## src/core/lmx_regs.vh

```
// Register offsets, field positions, reset values and opcodes of the move/return executor.
`ifndef LMX_REGS_VH
`define LMX_REGS_VH
`define LMX_OFF_WREG 8'h00
`define LMX_OFF_BANK 8'h04
`define LMX_OFF_PCHI 8'h08
`define LMX_OFF_PTR0 8'h0C
`define LMX_OFF_PTR1 8'h10
`define LMX_OFF_PWRC 8'h14
`define LMX_OFF_INTC 8'h18
`define LMX_OFF_PC 8'h1C
`define LMX_OFF_FLAGS 8'h20
`define LMX_RST_WREG 8'h00
`define LMX_RST_BANK 6'h00
`define LMX_RST_PCHI 7'h00
`define LMX_RST_PTR 16'h0000
`define LMX_RST_PC 15'h0000
`define LMX_RST_FLAGS 8'h00
`define LMX_GIE_BIT 7
`define LMX_RI_BIT 2
`define LMX_RET_CYCLES 2
`define LMX_OP_NOP 14'h0000
`define LMX_OP_RESET 14'h0001
`define LMX_OP_RETI 14'h0009
`define LMX_MSK_WI 14'h3FF8
`define LMX_VAL_WI 14'h0018
`define LMX_MSK_WIK 14'h3F80
`define LMX_VAL_WIK 14'h3F80
`define LMX_MSK_WF 14'h3F80
`define LMX_VAL_WF 14'h0080
`define LMX_MSK_LB 14'h3FC0
`define LMX_VAL_LB 14'h0140
`define LMX_MSK_LP 14'h3F80
`define LMX_VAL_LP 14'h3180
`define LMX_MSK_LW 14'h3F00
`define LMX_VAL_LW 14'h3000
`define LMX_RESP_OK 2'h0
`define LMX_RESP_ERR 2'h2
`endif

```

## src/core/lmx_ptr_unit.v

```verilog
// Effective address and pointer update for the indirect store.
`timescale 1ns/1ps
`default_nettype none
module lmx_ptr_unit
(
   // Pointer and addressing form
   input wire [15:0] ptr,
   input wire [1:0] mode,
   input wire rel,
   input wire [5:0] offs,
   // Results
   output reg [15:0] ea,
   output reg [15:0] ptr_nxt
);
   // Sixteen-bit sums wrap by truncation, both ways.
   function [15:0] add16;
      input [15:0] a;
      input [15:0] b;
      begin
         add16 = a + b;
      end
   endfunction

   wire [15:0] offs_ext = {{10{offs[5]}}, offs};

   always @*
   begin
      ea = ptr;
      ptr_nxt = ptr;
      if (rel)
      begin
         ea = add16(ptr, offs_ext);
      end
      else
      begin
         case (mode)
            2'b00:
            begin
               ea = add16(ptr, 16'h0001);
               ptr_nxt = add16(ptr, 16'h0001);
            end
            2'b01:
            begin
               ea = add16(ptr, 16'hFFFF);
               ptr_nxt = add16(ptr, 16'hFFFF);
            end
            2'b10:
            begin
               ptr_nxt = add16(ptr, 16'h0001);
            end
            default:
            begin
               ptr_nxt = add16(ptr, 16'hFFFF);
            end
         endcase
      end
   end
endmodule // lmx_ptr_unit
`default_nettype wire

```

## src/core/lmx_axil_slave.v

```verilog
// AXI4-Lite slave front end: channel handshakes, one write and one read at a time.
`timescale 1ns/1ps
`default_nettype none
`include "lmx_regs.vh"
module lmx_axil_slave #(
   parameter AW = 8
)
(
   // Clock and reset
   input wire clk,
   input wire rst_n,
   // AXI4-Lite
   input wire [AW-1:0] awaddr,
   input wire awvalid,
   output wire awready,
   input wire [31:0] wdata,
   input wire [3:0] wstrb,
   input wire wvalid,
   output wire wready,
   output reg [1:0] bresp,
   output reg bvalid,
   input wire bready,
   input wire [AW-1:0] araddr,
   input wire arvalid,
   output wire arready,
   output reg [31:0] rdata,
   output reg [1:0] rresp,
   output reg rvalid,
   input wire rready,
   // Register file side
   output wire wr_en,
   output reg [AW-1:0] wr_addr,
   output reg [31:0] wr_data,
   output reg [3:0] wr_strb,
   input wire wr_ok,
   output wire [AW-1:0] rd_addr,
   input wire [31:0] rd_data,
   input wire rd_ok
);
   reg aw_held_r;
   reg w_held_r;

   assign awready = ~aw_held_r & ~bvalid;
   assign wready = ~w_held_r & ~bvalid;
   assign wr_en = aw_held_r & w_held_r & ~bvalid;
   assign arready = ~rvalid;
   assign rd_addr = araddr;

   always @(posedge clk)
   begin
      if (!rst_n)
      begin
         aw_held_r <= 1'b0;
         w_held_r <= 1'b0;
         bvalid <= 1'b0;
         bresp <= `LMX_RESP_OK;
         wr_addr <= {AW{1'b0}};
         wr_data <= 32'h0000_0000;
         wr_strb <= 4'h0;
         rvalid <= 1'b0;
         rresp <= `LMX_RESP_OK;
         rdata <= 32'h0000_0000;
      end
      else
      begin
         if (awvalid && awready)
         begin
            aw_held_r <= 1'b1;
            wr_addr <= awaddr;
         end
         if (wvalid && wready)
         begin
            w_held_r <= 1'b1;
            wr_data <= wdata;
            wr_strb <= wstrb;
         end
         if (wr_en)
         begin
            aw_held_r <= 1'b0;
            w_held_r <= 1'b0;
            bvalid <= 1'b1;
            bresp <= wr_ok ? `LMX_RESP_OK : `LMX_RESP_ERR;
         end
         else if (bvalid && bready)
         begin
            bvalid <= 1'b0;
         end
         if (arvalid && arready)
         begin
            rvalid <= 1'b1;
            rdata <= rd_ok ? rd_data : 32'h0000_0000;
            rresp <= rd_ok ? `LMX_RESP_OK : `LMX_RESP_ERR;
         end
         else if (rvalid && rready)
         begin
            rvalid <= 1'b0;
         end
      end
   end
endmodule // lmx_axil_slave
`default_nettype wire

```

## src/core/lmx_exec.v

```verilog
// Executor for literal moves, file and indirect stores, no-op, software reset and return.
`timescale 1ns/1ps
`default_nettype none
`include "lmx_regs.vh"

module lmx_exec #(
   parameter AW = 8,
   parameter PC_W = 15
)
(
   // Clock and reset
   input wire SYS_CLK,
   input wire RST_N,
   // Instruction stream
   input wire INSTR_VALID,
   input wire [13:0] INSTR_DATA,
   output wire INSTR_READY,
   // Hardware stack
   input wire [PC_W-1:0] STACK_TOP,
   output wire STACK_POP,
   // Core state
   output wire [PC_W-1:0] PC_OUT,
   output wire GIE_OUT,
   output wire DEV_RESET_REQ,
   // Data memory write
   output wire DATA_WE,
   output wire [15:0] DATA_ADDR,
   output wire [7:0] DATA_WDATA,
   // AXI4-Lite register bus
   input wire [AW-1:0] S_AXI_AWADDR,
   input wire S_AXI_AWVALID,
   output wire S_AXI_AWREADY,
   input wire [31:0] S_AXI_WDATA,
   input wire [3:0] S_AXI_WSTRB,
   input wire S_AXI_WVALID,
   output wire S_AXI_WREADY,
   output wire [1:0] S_AXI_BRESP,
   output wire S_AXI_BVALID,
   input wire S_AXI_BREADY,
   input wire [AW-1:0] S_AXI_ARADDR,
   input wire S_AXI_ARVALID,
   output wire S_AXI_ARREADY,
   output wire [31:0] S_AXI_RDATA,
   output wire [1:0] S_AXI_RRESP,
   output wire S_AXI_RVALID,
   input wire S_AXI_RREADY
);
   localparam [1:0] ST_RUN = 2'b01;
   localparam [1:0] ST_RET = 2'b10;

   reg [7:0] w_r;
   reg [5:0] bsr_r;
   reg [6:0] pc_high_latch_r;
   reg [15:0] fsr0_r;
   reg [15:0] fsr1_r;
   reg ri_r;
   reg gie_r;
   reg [7:0] flags_r;
   reg [PC_W-1:0] pc_r;
   reg [1:0] state_r;
   reg pop_r;
   reg devrst_r;
   reg dwe_r;
   reg [15:0] daddr_r;
   reg [7:0] dwdata_r;

   wire wr_en;
   wire [AW-1:0] wr_addr;
   wire [31:0] wr_data;
   wire [3:0] wr_strb;
   wire [AW-1:0] rd_addr;
   reg [31:0] rd_data;
   reg rd_ok;
   wire [15:0] ea;
   wire [15:0] ptr_upd;

   // Byte-lane merge of a 16-bit register.
   function [15:0] merge16;
      input [15:0] old;
      input [31:0] data;
      input [3:0] strb;
      begin
         merge16 = old;
         if (strb[0])
            merge16[7:0] = data[7:0];
         if (strb[1])
            merge16[15:8] = data[15:8];
      end
   endfunction

   // Whether an offset names a register of this block.
   function addr_hit;
      input [AW-1:0] a;
      begin
         case (a)
            `LMX_OFF_WREG, `LMX_OFF_BANK, `LMX_OFF_PCHI, `LMX_OFF_PTR0, `LMX_OFF_PTR1,
            `LMX_OFF_PWRC, `LMX_OFF_INTC, `LMX_OFF_PC, `LMX_OFF_FLAGS:
               addr_hit = 1'b1;
            default:
               addr_hit = 1'b0;
         endcase
      end
   endfunction

   // Instruction decode.
   wire [13:0] op = INSTR_DATA;
   wire take = INSTR_VALID & INSTR_READY;
   wire is_nop = (op == `LMX_OP_NOP);
   wire is_rst = (op == `LMX_OP_RESET);
   wire is_reti = (op == `LMX_OP_RETI);
   wire is_wi = ((op & `LMX_MSK_WI) == `LMX_VAL_WI);
   wire is_wik = ((op & `LMX_MSK_WIK) == `LMX_VAL_WIK);
   wire is_wf = ((op & `LMX_MSK_WF) == `LMX_VAL_WF);
   wire is_lb = ((op & `LMX_MSK_LB) == `LMX_VAL_LB);
   wire is_lp = ((op & `LMX_MSK_LP) == `LMX_VAL_LP);
   wire is_lw = ((op & `LMX_MSK_LW) == `LMX_VAL_LW);
   // File addresses 0 and 1 are the two indirect windows.
   wire wf_win = is_wf & (op[6:1] == 6'h00);
   wire ind_sel = is_wi ? op[2] : (is_wik ? op[6] : op[0]);
   wire [15:0] ind_ptr = ind_sel ? fsr1_r : fsr0_r;
   wire [PC_W-1:0] pc_inc = pc_r + {{(PC_W-1){1'b0}}, 1'b1};

   lmx_ptr_unit u_ptr
   (
      .ptr(ind_ptr),
      .mode(op[1:0]),
      .rel(is_wik | wf_win),
      .offs(wf_win ? 6'h00 : op[5:0]),
      .ea(ea),
      .ptr_nxt(ptr_upd)
   );

   lmx_axil_slave #(
      .AW(AW)
   ) u_bus
   (
      .clk(SYS_CLK),
      .rst_n(RST_N),
      .awaddr(S_AXI_AWADDR),
      .awvalid(S_AXI_AWVALID),
      .awready(S_AXI_AWREADY),
      .wdata(S_AXI_WDATA),
      .wstrb(S_AXI_WSTRB),
      .wvalid(S_AXI_WVALID),
      .wready(S_AXI_WREADY),
      .bresp(S_AXI_BRESP),
      .bvalid(S_AXI_BVALID),
      .bready(S_AXI_BREADY),
      .araddr(S_AXI_ARADDR),
      .arvalid(S_AXI_ARVALID),
      .arready(S_AXI_ARREADY),
      .rdata(S_AXI_RDATA),
      .rresp(S_AXI_RRESP),
      .rvalid(S_AXI_RVALID),
      .rready(S_AXI_RREADY),
      .wr_en(wr_en),
      .wr_addr(wr_addr),
      .wr_data(wr_data),
      .wr_strb(wr_strb),
      .wr_ok(addr_hit(wr_addr)),
      .rd_addr(rd_addr),
      .rd_data(rd_data),
      .rd_ok(rd_ok)
   );

   // Read data comes from the live registers; the slave latches it at the address handshake.
   always @*
   begin
      rd_ok = addr_hit(rd_addr);
      rd_data = 32'h0000_0000;
      case (rd_addr)
         `LMX_OFF_WREG: rd_data[7:0] = w_r;
         `LMX_OFF_BANK: rd_data[5:0] = bsr_r;
         `LMX_OFF_PCHI: rd_data[6:0] = pc_high_latch_r;
         `LMX_OFF_PTR0: rd_data[15:0] = fsr0_r;
         `LMX_OFF_PTR1: rd_data[15:0] = fsr1_r;
         `LMX_OFF_PWRC: rd_data[`LMX_RI_BIT] = ri_r;
         `LMX_OFF_INTC: rd_data[`LMX_GIE_BIT] = gie_r;
         `LMX_OFF_PC: rd_data[PC_W-1:0] = pc_r;
         `LMX_OFF_FLAGS: rd_data[7:0] = flags_r;
         default: rd_data = 32'h0000_0000;
      endcase
   end

   // The second return cycle stalls the stream so the popped address is in place first.
   // one-cycle return stall
   assign INSTR_READY = state_r[1] ? 1'b0 : 1'b1;
   assign STACK_POP = pop_r;
   assign PC_OUT = pc_r;
   assign GIE_OUT = gie_r;
   assign DEV_RESET_REQ = devrst_r;
   assign DATA_WE = dwe_r;
   assign DATA_ADDR = daddr_r;
   assign DATA_WDATA = dwdata_r;

   always @(posedge SYS_CLK)
   begin
      if (!RST_N)
      begin
         w_r <= `LMX_RST_WREG;
         bsr_r <= `LMX_RST_BANK;
         pc_high_latch_r <= `LMX_RST_PCHI;
         fsr0_r <= `LMX_RST_PTR;
         fsr1_r <= `LMX_RST_PTR;
         // Set by a pin reset, cleared by the software reset and loaded from bit 2 by a bus write to PWRC, so the cause can be told.
         ri_r <= 1'b1;
         gie_r <= 1'b0;
         flags_r <= `LMX_RST_FLAGS;
         pc_r <= `LMX_RST_PC;
         state_r <= ST_RUN;
         pop_r <= 1'b0;
         devrst_r <= 1'b0;
         dwe_r <= 1'b0;
         daddr_r <= 16'h0000;
         dwdata_r <= 8'h00;
      end
      else
      begin
         pop_r <= 1'b0;
         devrst_r <= 1'b0;
         dwe_r <= 1'b0;
         // Software writes first, so an instruction in the same cycle overrides them.
         if (wr_en)
         begin
            case (wr_addr)
               `LMX_OFF_WREG: if (wr_strb[0]) w_r <= wr_data[7:0];
               `LMX_OFF_BANK: if (wr_strb[0]) bsr_r <= wr_data[5:0];
               `LMX_OFF_PCHI: if (wr_strb[0]) pc_high_latch_r <= wr_data[6:0];
               `LMX_OFF_PTR0: fsr0_r <= merge16(fsr0_r, wr_data, wr_strb);
               `LMX_OFF_PTR1: fsr1_r <= merge16(fsr1_r, wr_data, wr_strb);
               `LMX_OFF_PWRC: if (wr_strb[0]) ri_r <= wr_data[`LMX_RI_BIT];
               `LMX_OFF_INTC: if (wr_strb[0]) gie_r <= wr_data[`LMX_GIE_BIT];
               `LMX_OFF_FLAGS: if (wr_strb[0]) flags_r <= wr_data[7:0];
               // The program counter only follows the instruction stream; a bus write to it
               // is answered as a hit but dropped, so software cannot redirect execution.
               `LMX_OFF_PC: pc_r <= pc_r;
               default: w_r <= w_r;
            endcase
         end
         case (state_r)
            ST_RUN:
            begin
               if (take)
               begin
                  pc_r <= pc_inc;
                  if (is_lb)
                  begin
                     bsr_r <= op[5:0];
                  end
                  if (is_lp)
                  begin
                     pc_high_latch_r <= op[6:0];
                  end
                  if (is_lw)
                  begin
                     w_r <= op[7:0];
                  end
                  if (is_wf && !wf_win)
                  begin
                     dwe_r <= 1'b1;
                     daddr_r <= {3'h0, bsr_r, op[6:0]};
                     dwdata_r <= w_r;
                  end
                  if (wf_win || is_wi || is_wik)
                  begin
                     dwe_r <= 1'b1;
                     daddr_r <= ea;
                     dwdata_r <= w_r;
                  end
                  if (is_wi)
                  begin
                     if (ind_sel)
                        fsr1_r <= ptr_upd;
                     else
                        fsr0_r <= ptr_upd;
                  end
                  if (is_reti)
                  begin
                     pop_r <= 1'b1;
                     pc_r <= STACK_TOP;
                     gie_r <= 1'b1;
                     state_r <= ST_RET;
                  end
                  if (is_rst)
                  begin
                     devrst_r <= 1'b1;
                     ri_r <= 1'b0;
                     w_r <= `LMX_RST_WREG;
                     bsr_r <= `LMX_RST_BANK;
                     pc_high_latch_r <= `LMX_RST_PCHI;
                     fsr0_r <= `LMX_RST_PTR;
                     fsr1_r <= `LMX_RST_PTR;
                     gie_r <= 1'b0;
                     flags_r <= `LMX_RST_FLAGS;
                     pc_r <= `LMX_RST_PC;
                  end
               end
            end
            ST_RET:
            begin
               state_r <= ST_RUN;
            end
            default:
            begin
               state_r <= ST_RUN;
            end
         endcase
      end
   end

   // Opcodes outside this group are treated as one-cycle steps with no other effect.
   wire unused_nop = is_nop;
endmodule // lmx_exec
`default_nettype wire

```

## config.mk

```make
export PLATFORM = sky130hd
export DESIGN_NAME = lmx_exec
export DESIGN_NICKNAME = d
export VERILOG_FILES = /design/src/core/lmx_ptr_unit.v /design/src/core/lmx_axil_slave.v /design/src/core/lmx_exec.v
export VERILOG_INCLUDE_DIRS = /design/src /design/src/core
export SDC_FILE = /design/constraint.sdc
export NUM_CORES = 1
export LEC_CHECK = 0
export ABC_AREA = 1
export ABC_CLOCK_PERIOD_IN_PS = 4000
export BUFFER_PORTS_ARGS = -buffer_cell sky130_fd_sc_hd__buf_4
export CAP_MARGIN = 20
export CORE_ASPECT_RATIO = 1.2
export CORE_MARGIN = 2
export CORE_UTILIZATION = 35
export DETAILED_ROUTE_END_ITERATION = 8
export SLEW_MARGIN = 5
export SYNTH_ARGS = -nofsm -noshare
export SYNTH_HDL_FRONTEND = slang
export SYNTH_SLANG_ARGS = --single-unit
```

## constraint.sdc

```tcl
create_clock -name SYS_CLK -period 4 [get_ports SYS_CLK]
set_clock_uncertainty 0.05 [all_clocks]
set_input_delay 0 -clock SYS_CLK [delete_from_list [all_inputs] [get_ports SYS_CLK]]
set_output_delay 0 -clock SYS_CLK [all_outputs]
set_load 0.1 [all_outputs]
```

# Word-level counts from Yosys, hierarchy flattened
# Index checks and enable logic that the tools add are counted.
[word_totals]
reg_bits = 173
memories = 0
mem_bits_rw = 0
in_bits = 89
romBits = 0
latchBits = 0
elab_cells = 186
[op_classes]
n_mul = 0
add_sub_neg = 4
n_reduce_logical = 25
n_div = 0
n_mux = 93
bitwise_logic = 12
eq_ne = 27
shifts = 0
n_lt_le_gt_ge = 0
[ops]
columns = ["cell", "count"]
rows = [
  ["2-to-1 mux 16 bit", 21],
  ["2-to-1 mux 8 bit", 19],
  ["== test 8 x 5 -> 1 bit, second input constant", 8],
  ["2-to-1 mux 7 bit", 7],
  ["2-to-1 mux 6 bit", 8],
  ["== test 8 x 4 -> 1 bit, second input constant", 4],
  ["case mux 16 bit (2 select lines)", 1],
  ["2-to-1 mux 15 bit", 2],
  ["2-to-1 mux 1 bit", 26],
  ["== test 8 x 3 -> 1 bit, second input constant", 3],
  ["case mux 3 bit (7 select lines)", 1],
  ["case mux 7 bit (3 select lines)", 1],
  ["OR reduction 9 bit", 2],
  ["adder 16 x 1 -> 16 bit, second input constant", 1],
  ["adder 16 bit", 1],
  ["adder 16 bit, second input constant", 1],
  ["== test 8 x 6 -> 1 bit, second input constant", 2],
  ["zero test 8 bit", 2],
  ["adder 15 x 1 -> 15 bit, second input constant", 1],
  ["== test 14 x 1 -> 1 bit, second input constant", 1],
  ["== test 14 x 4 -> 1 bit, second input constant", 1],
  ["== test 7 bit, second input constant", 2],
  ["case mux 2 bit (7 select lines)", 1],
  ["case mux 1 bit (6 select lines)", 2],
  ["20 further kinds", 43],
]

# Longest topological paths before layout
[logic_depth]
word_depth = 12
mapped_depth = 27
mapped_depth_nobuf = 27

# Cells and area by module
# Synthesis repeated with hierarchy kept, for this count alone.
[unflattened]
cells_unflattened = 2150
area_unflattened_um2 = 12786.0
[modules_own_cells]
columns = ["module", "cells_each", "instances", "area_per_inst_um2"]
rows = [
  ["lmx_exec", 1071, 1, 6653.9],
  ["lmx_axil_slave", 548, 1, 3638.5],
  ["lmx_ptr_unit", 531, 1, 2493.6],
]

# Worst setup path before layout
# No wires, ideal clock.
[synth_timing]
path_type = "reg-to-reg"
from = "register u_bus.bvalid"
to = "register u_bus.wr_data[10]"
path_slack_ns = 0.831
arrival_ns = 3.055
stages_incl_launch_ff = 7
setup_time_ns = 0.065
path_cell_list = "dfxtp_1 > nor2_1 > nand2_1 > inv_1 > buf_1 > nor2_1 > nor2_1"
[synth_via]
elab_chain_len = 3
[synth_lines]
columns = ["item", "line", "source"]
rows = [
  ["start: declaration", "lmx_axil_slave.v:21", "output reg bvalid,"],
  ["start signal: assignment", "lmx_axil_slave.v:55", "bvalid <= 1'b0;"],
  ["start signal: assignment", "lmx_axil_slave.v:81", "bvalid <= 1'b1;"],
  ["start signal: assignment", "lmx_axil_slave.v:86", "bvalid <= 1'b0;"],
  ["inverter 1 bit", "lmx_axil_slave.v:44", "assign wready = ~w_held_r & ~bvalid;"],
  ["bitwise AND 1 bit", "lmx_axil_slave.v:44", ""],
  ["net S_AXI_WREADY", "lmx_exec.v:36", "output wire S_AXI_WREADY,"],
  ["logical AND 1 bit", "lmx_axil_slave.v:71", "if (wvalid && wready)"],
  ["end signal: assignment", "lmx_axil_slave.v:74", "wr_data <= wdata;"],
  ["end: declaration", "lmx_axil_slave.v:33", "output reg [31:0] wr_data,"],
]
# The timed path passes the listed nets, and every way through them passes these cells.
# A chain may end at the register's enable or synchronous reset.

# Worst setup path after layout
[layout_timing]
from = "input INSTR_DATA[0]"
to = "register w_r[7]"
[layout_via]
elab_chain_len = 4
[layout_lines]
columns = ["item", "line", "source"]
rows = [
  ["start: declaration", "lmx_exec.v:16", "input wire [13:0] INSTR_DATA,"],
  ["== test 14 x 1 -> 1 bit (no line)", "n/a", ""],
  ["2-to-1 mux 8 bit", "lmx_exec.v:284", "if (is_rst)"],
  ["2-to-1 mux 8 bit", "lmx_exec.v:243", "if (take)"],
  ["2-to-1 mux 8 bit", "lmx_exec.v:240", "case (state_r)"],
  ["end signal: assignment", "lmx_exec.v:237", "default: w_r <= w_r;"],
  ["end signal: assignment", "lmx_exec.v:256", "w_r <= op[7:0];"],
  ["end signal: assignment", "lmx_exec.v:288", "w_r <= `LMX_RST_WREG;"],
  ["end: declaration", "lmx_exec.v:51", "reg [7:0] w_r;"],
]
# No other way between the ends.

==> results.cfg <==
[status]
status = finished with violations
violations = hold timing

[grt]
gr-total-overflow = 0
grt_pass1_vias = 11400
grt_max_degree = 66
grt_usage_pct = 25.2
grt_pass1_wl_um = 62500
antenna_found_initial = 0

[clock_network]
clockRootBuffer = clkbuf_16
clock-sinks = 155
cts_hold_buf = 58
cts_tree = built
worstSkewPairLatency_ps = 440
clkSlewWorstSetupHoldPaths_ps = 70
h-tree-depth = 4
cts_buffers = 17
postCtsResizedCells = 0
post-cts-setup-buffers = 0
clk_path_buf_depth = 2

[power]
p_seq_share_pct = 37.9
combPwrFrac_pct = 18.8
power_switching_mw = 1.31
p_int_mw = 2.96
leakage_nw = 5.83
clkPwrFrac_pct = 43.3
irDropWorstVdd_mv = 0.276
switching_share_pct = 30.7
powerDensity_mw_per_mm2 = 324

[critical_path]
crit_arrival_ps = 3750
max_stage_delay_ps = 570
cp_data_required_time_ps = 4280
critPathCaptureType = flop
slowest_stage = dlygate4sd3_1
r2r_start = state_r[1]$_SDFFE_PN0P_
r2r_end = DATA_WDATA[2]$_SDFFE_PN0P_
worst-path-max-fanout = 24
path_delay_family = buffers and inverters
critical_path_class = input pin to flop
crit_chain = dlygate4sd3_1 > buf_4 > inv_2 > buf_4 > nor2_2 > inv_1 > nor4_4 > nand2_1 > nand2_1 > inv_1 > o21ai_0 > a21oi_1 > dlygate4sd3_1
start_kind = input pin
reg2reg_setup_slack_ps = 890
reg2regPathDepth = 9
critPathBufInv = 7

[cells_and_area]
drive_gt1_share_pct = 15.5
multiInputGateArea_mm2 = 0.00640
layout.area.seq_mm2 = 0.00310
fin_util_pct = 44.3
nets = 1940
area_growth_syn_to_layout_pct = 23.9
fillers = 3176
final_cells = 2238
diodes = 0

[min_path]
hold_end = w_r[0]$_SDFF_PN0_
hold_start = INSTR_DATA[11]
min_delay_path_depth = 5
hold_class = input pin to flop

[yosys]
netlist_area_mm2 = 0.0106
yosysSeqAreaShare_pct = 29.2
synth_cell_type_count = 56
syn_area_per_cell_um2 = 6.36
ys_ff_latch = 155
synth_edf_count = 0
async_flop_share_pct = 0
yosys_warnings = 0
yosys_most_used_dff = dfxtp_1
netlist_instances = 1672

[timing]
finalMaxSlewViolations = 0
hold_viol_final = 2
min_period_ps = 3480
fin_crit_sh_pct = 86.9
rsz0062_at_grt = false
whs_ps = -31.8
worst_slack_ps = 523
fin_setup_tns_ps = 0
clock.fmax_mhz = 288
worstMarginPinSlew_ps = 950
setup_viol = 0
relSlewSlack_pct = 36.0

[floorplanning]
die_area_mm2 = 0.0318
core-area_mm2 = 0.0298
die_w_um = 163
num_io_pins = 174
die_h_um = 195
start_util_pct = 35.7
rows = 69

[route]
vias_per_cell = 5.28
drt_first_iter_violations = 919
ant_nets = 0
wl_per_cell_um = 17.8
dr.pass1.iters = 6
num_vias = 11800
remaining_drc_errors = 0
finalWirelength_um = 39900

[placed_design]
place.gp.congestion = 0.928
port_buffers = 137
post-dp-hpwl_um = 30000
dp_slack_ps = 631
post-place-cells = 2148

[run]
maxCapViolations = 0
==> Yosys cell counts, drive strengths merged (3+ instances only) <==
cell | instances | area [um^2]
o22ai | 26 | 163
a31oi | 4 | 25.0
a21oi | 156 | 781
o211ai | 15 | 118
o221ai | 4 | 35.0
ha | 14 | 175
inv | 190 | 713
clkbuf | 54 | 204
o21ai | 158 | 802
xor2 | 20 | 175
a22oi | 21 | 158
o41ai | 5 | 43.8
clkinv | 3 | 11.3
buf | 38 | 275
nand4 | 14 | 87.6
o21bai | 10 | 75.1
a211oi | 12 | 90.1
or2 | 6 | 37.5
o21a | 4 | 30.0
nand3b | 5 | 37.5
dfxtp | 155 | 3100
nand3 | 146 | 818
nor4 | 12 | 96.3
nand2 | 369 | 1540
nor3 | 21 | 105
xnor2 | 3 | 26.3
nor2 | 197 | 821
==> metrics by stage <==
stage                     power, mW  area, um^2
after floorplan                2.19       10700
after global placement         2.39       11900
after detailed placement       2.40       11900
after CTS                      4.29       13200
after global routing           4.44       13200
final                          4.27       13200
==> how the worst max path moves through the flow <==
stage,from,endpoint,slack [ps],cells past startpoint
3_3_place_gp,INSTR_DATA[5],DATA_ADDR[10]$_SDFFE_PN0P_,670,24
5_1_grt,INSTR_DATA[6],DATA_ADDR[11]$_SDFFE_PN0P_,250,23
6_report,INSTR_DATA[0],w_r[7]$_SDFF_PN0_,520,13
3_5_place_dp,INSTR_DATA[5],DATA_ADDR[10]$_SDFFE_PN0P_,630,24
2_1_floorplan,u_bus.bvalid$_SDFFE_PN0P_,u_bus.wr_data[10]$_SDFFE_PN0P_,830,6
4_1_cts,INSTR_DATA[0],w_r[7]$_SDFF_PN0_,570,13
==> kinds of logic (layout without fill, tap and decap cells) <==
logic type,count (synthesis),in the layout,share of synthesized area (%)
AND/OR/NAND/NOR,771,771,33.4
AO/OA/AOI/OAI,422,422,22.4
buffers and inverters,285,444,11.3
flip-flops,155,155,29.2
XOR/XNOR,23,23,1.89
adder cells (fa/ha/maj),15,15,1.83
other,1,18,0.0353
==> tightest hold or removal path, cell delays in order <==
cell and delay (ps):
buf_4 90, nor2_1 50, inv_1 70, nor4_2 70, a21oi_1 130
==> registers in the layout, indices dropped and copies added (netlist names), 15 cells and up <==
name,count
DATA_ADDR,16
fsr0_r,16
fsr1_r,16
u_bus.rdata,16
u_bus.wr_data,16
PC_OUT,15
==> cells in the final DEF (no fill, tap or decap), types with 12 or more instances in the layout <==
| cell type | netlist | routed |
|---|---|---|
| nand2_1 | 328 | 328 |
| xor2_1 | 20 | 20 |
| dfxtp_1 | 155 | 155 |
| clkbuf_16 | 0 | 17 |
| nand3_1 | 130 | 130 |
| a21oi_1 | 156 | 156 |
| nand2_2 | 30 | 30 |
| nor2_2 | 11 | 12 |
| buf_4 | 19 | 160 |
| o211ai_1 | 14 | 14 |
| nor2_1 | 180 | 179 |
| o22ai_1 | 26 | 26 |
| ha_1 | 14 | 14 |
| o21ai_0 | 148 | 148 |
| conb_1 | 1 | 18 |
| nand3_2 | 15 | 15 |
| nand4_1 | 14 | 14 |
| nor3_1 | 21 | 21 |
| inv_1 | 182 | 182 |
| a211oi_1 | 12 | 12 |
| a22oi_1 | 21 | 21 |
| dlygate4sd3_1 | 0 | 58 |
==> layout make-up <==
cell class                 instances  area share, %
clock buffer                      18           3.33
tap                              390           3.70
inverter                         193           5.50
multi-input combinational       1249           48.6
timing repair buffer             220           13.7
sequential                       155           23.5
clock inverter                    13           1.62
==> power groups by stage <==
| stage | registers [mW] | logic, mW | clock network [mW] |
|---|---|---|---|
| 2_1_floorplan | 1.68 | 0.512 | 0 |
| 3_3_place_gp | 1.65 | 0.741 | 0 |
| 3_5_place_dp | 1.65 | 0.748 | 0 |
| 4_1_cts | 1.62 | 0.796 | 1.87 |
| 5_1_grt | 1.62 | 0.880 | 1.94 |
| 6_report | 1.62 | 0.802 | 1.85 |
==> layer usage <==
layer / share of wire (%) / up-vias / GRT usage [%]
met5: 0 / - / 0
met4: 3.7 / 0 / 10.8
met3: 5.8 / 78 / 3.42
met2: 48 / 434 / 42.1
met1: 43 / 5433 / 32.2
li1: - / 5868 / -
Power figures use the tool's default switching activity.
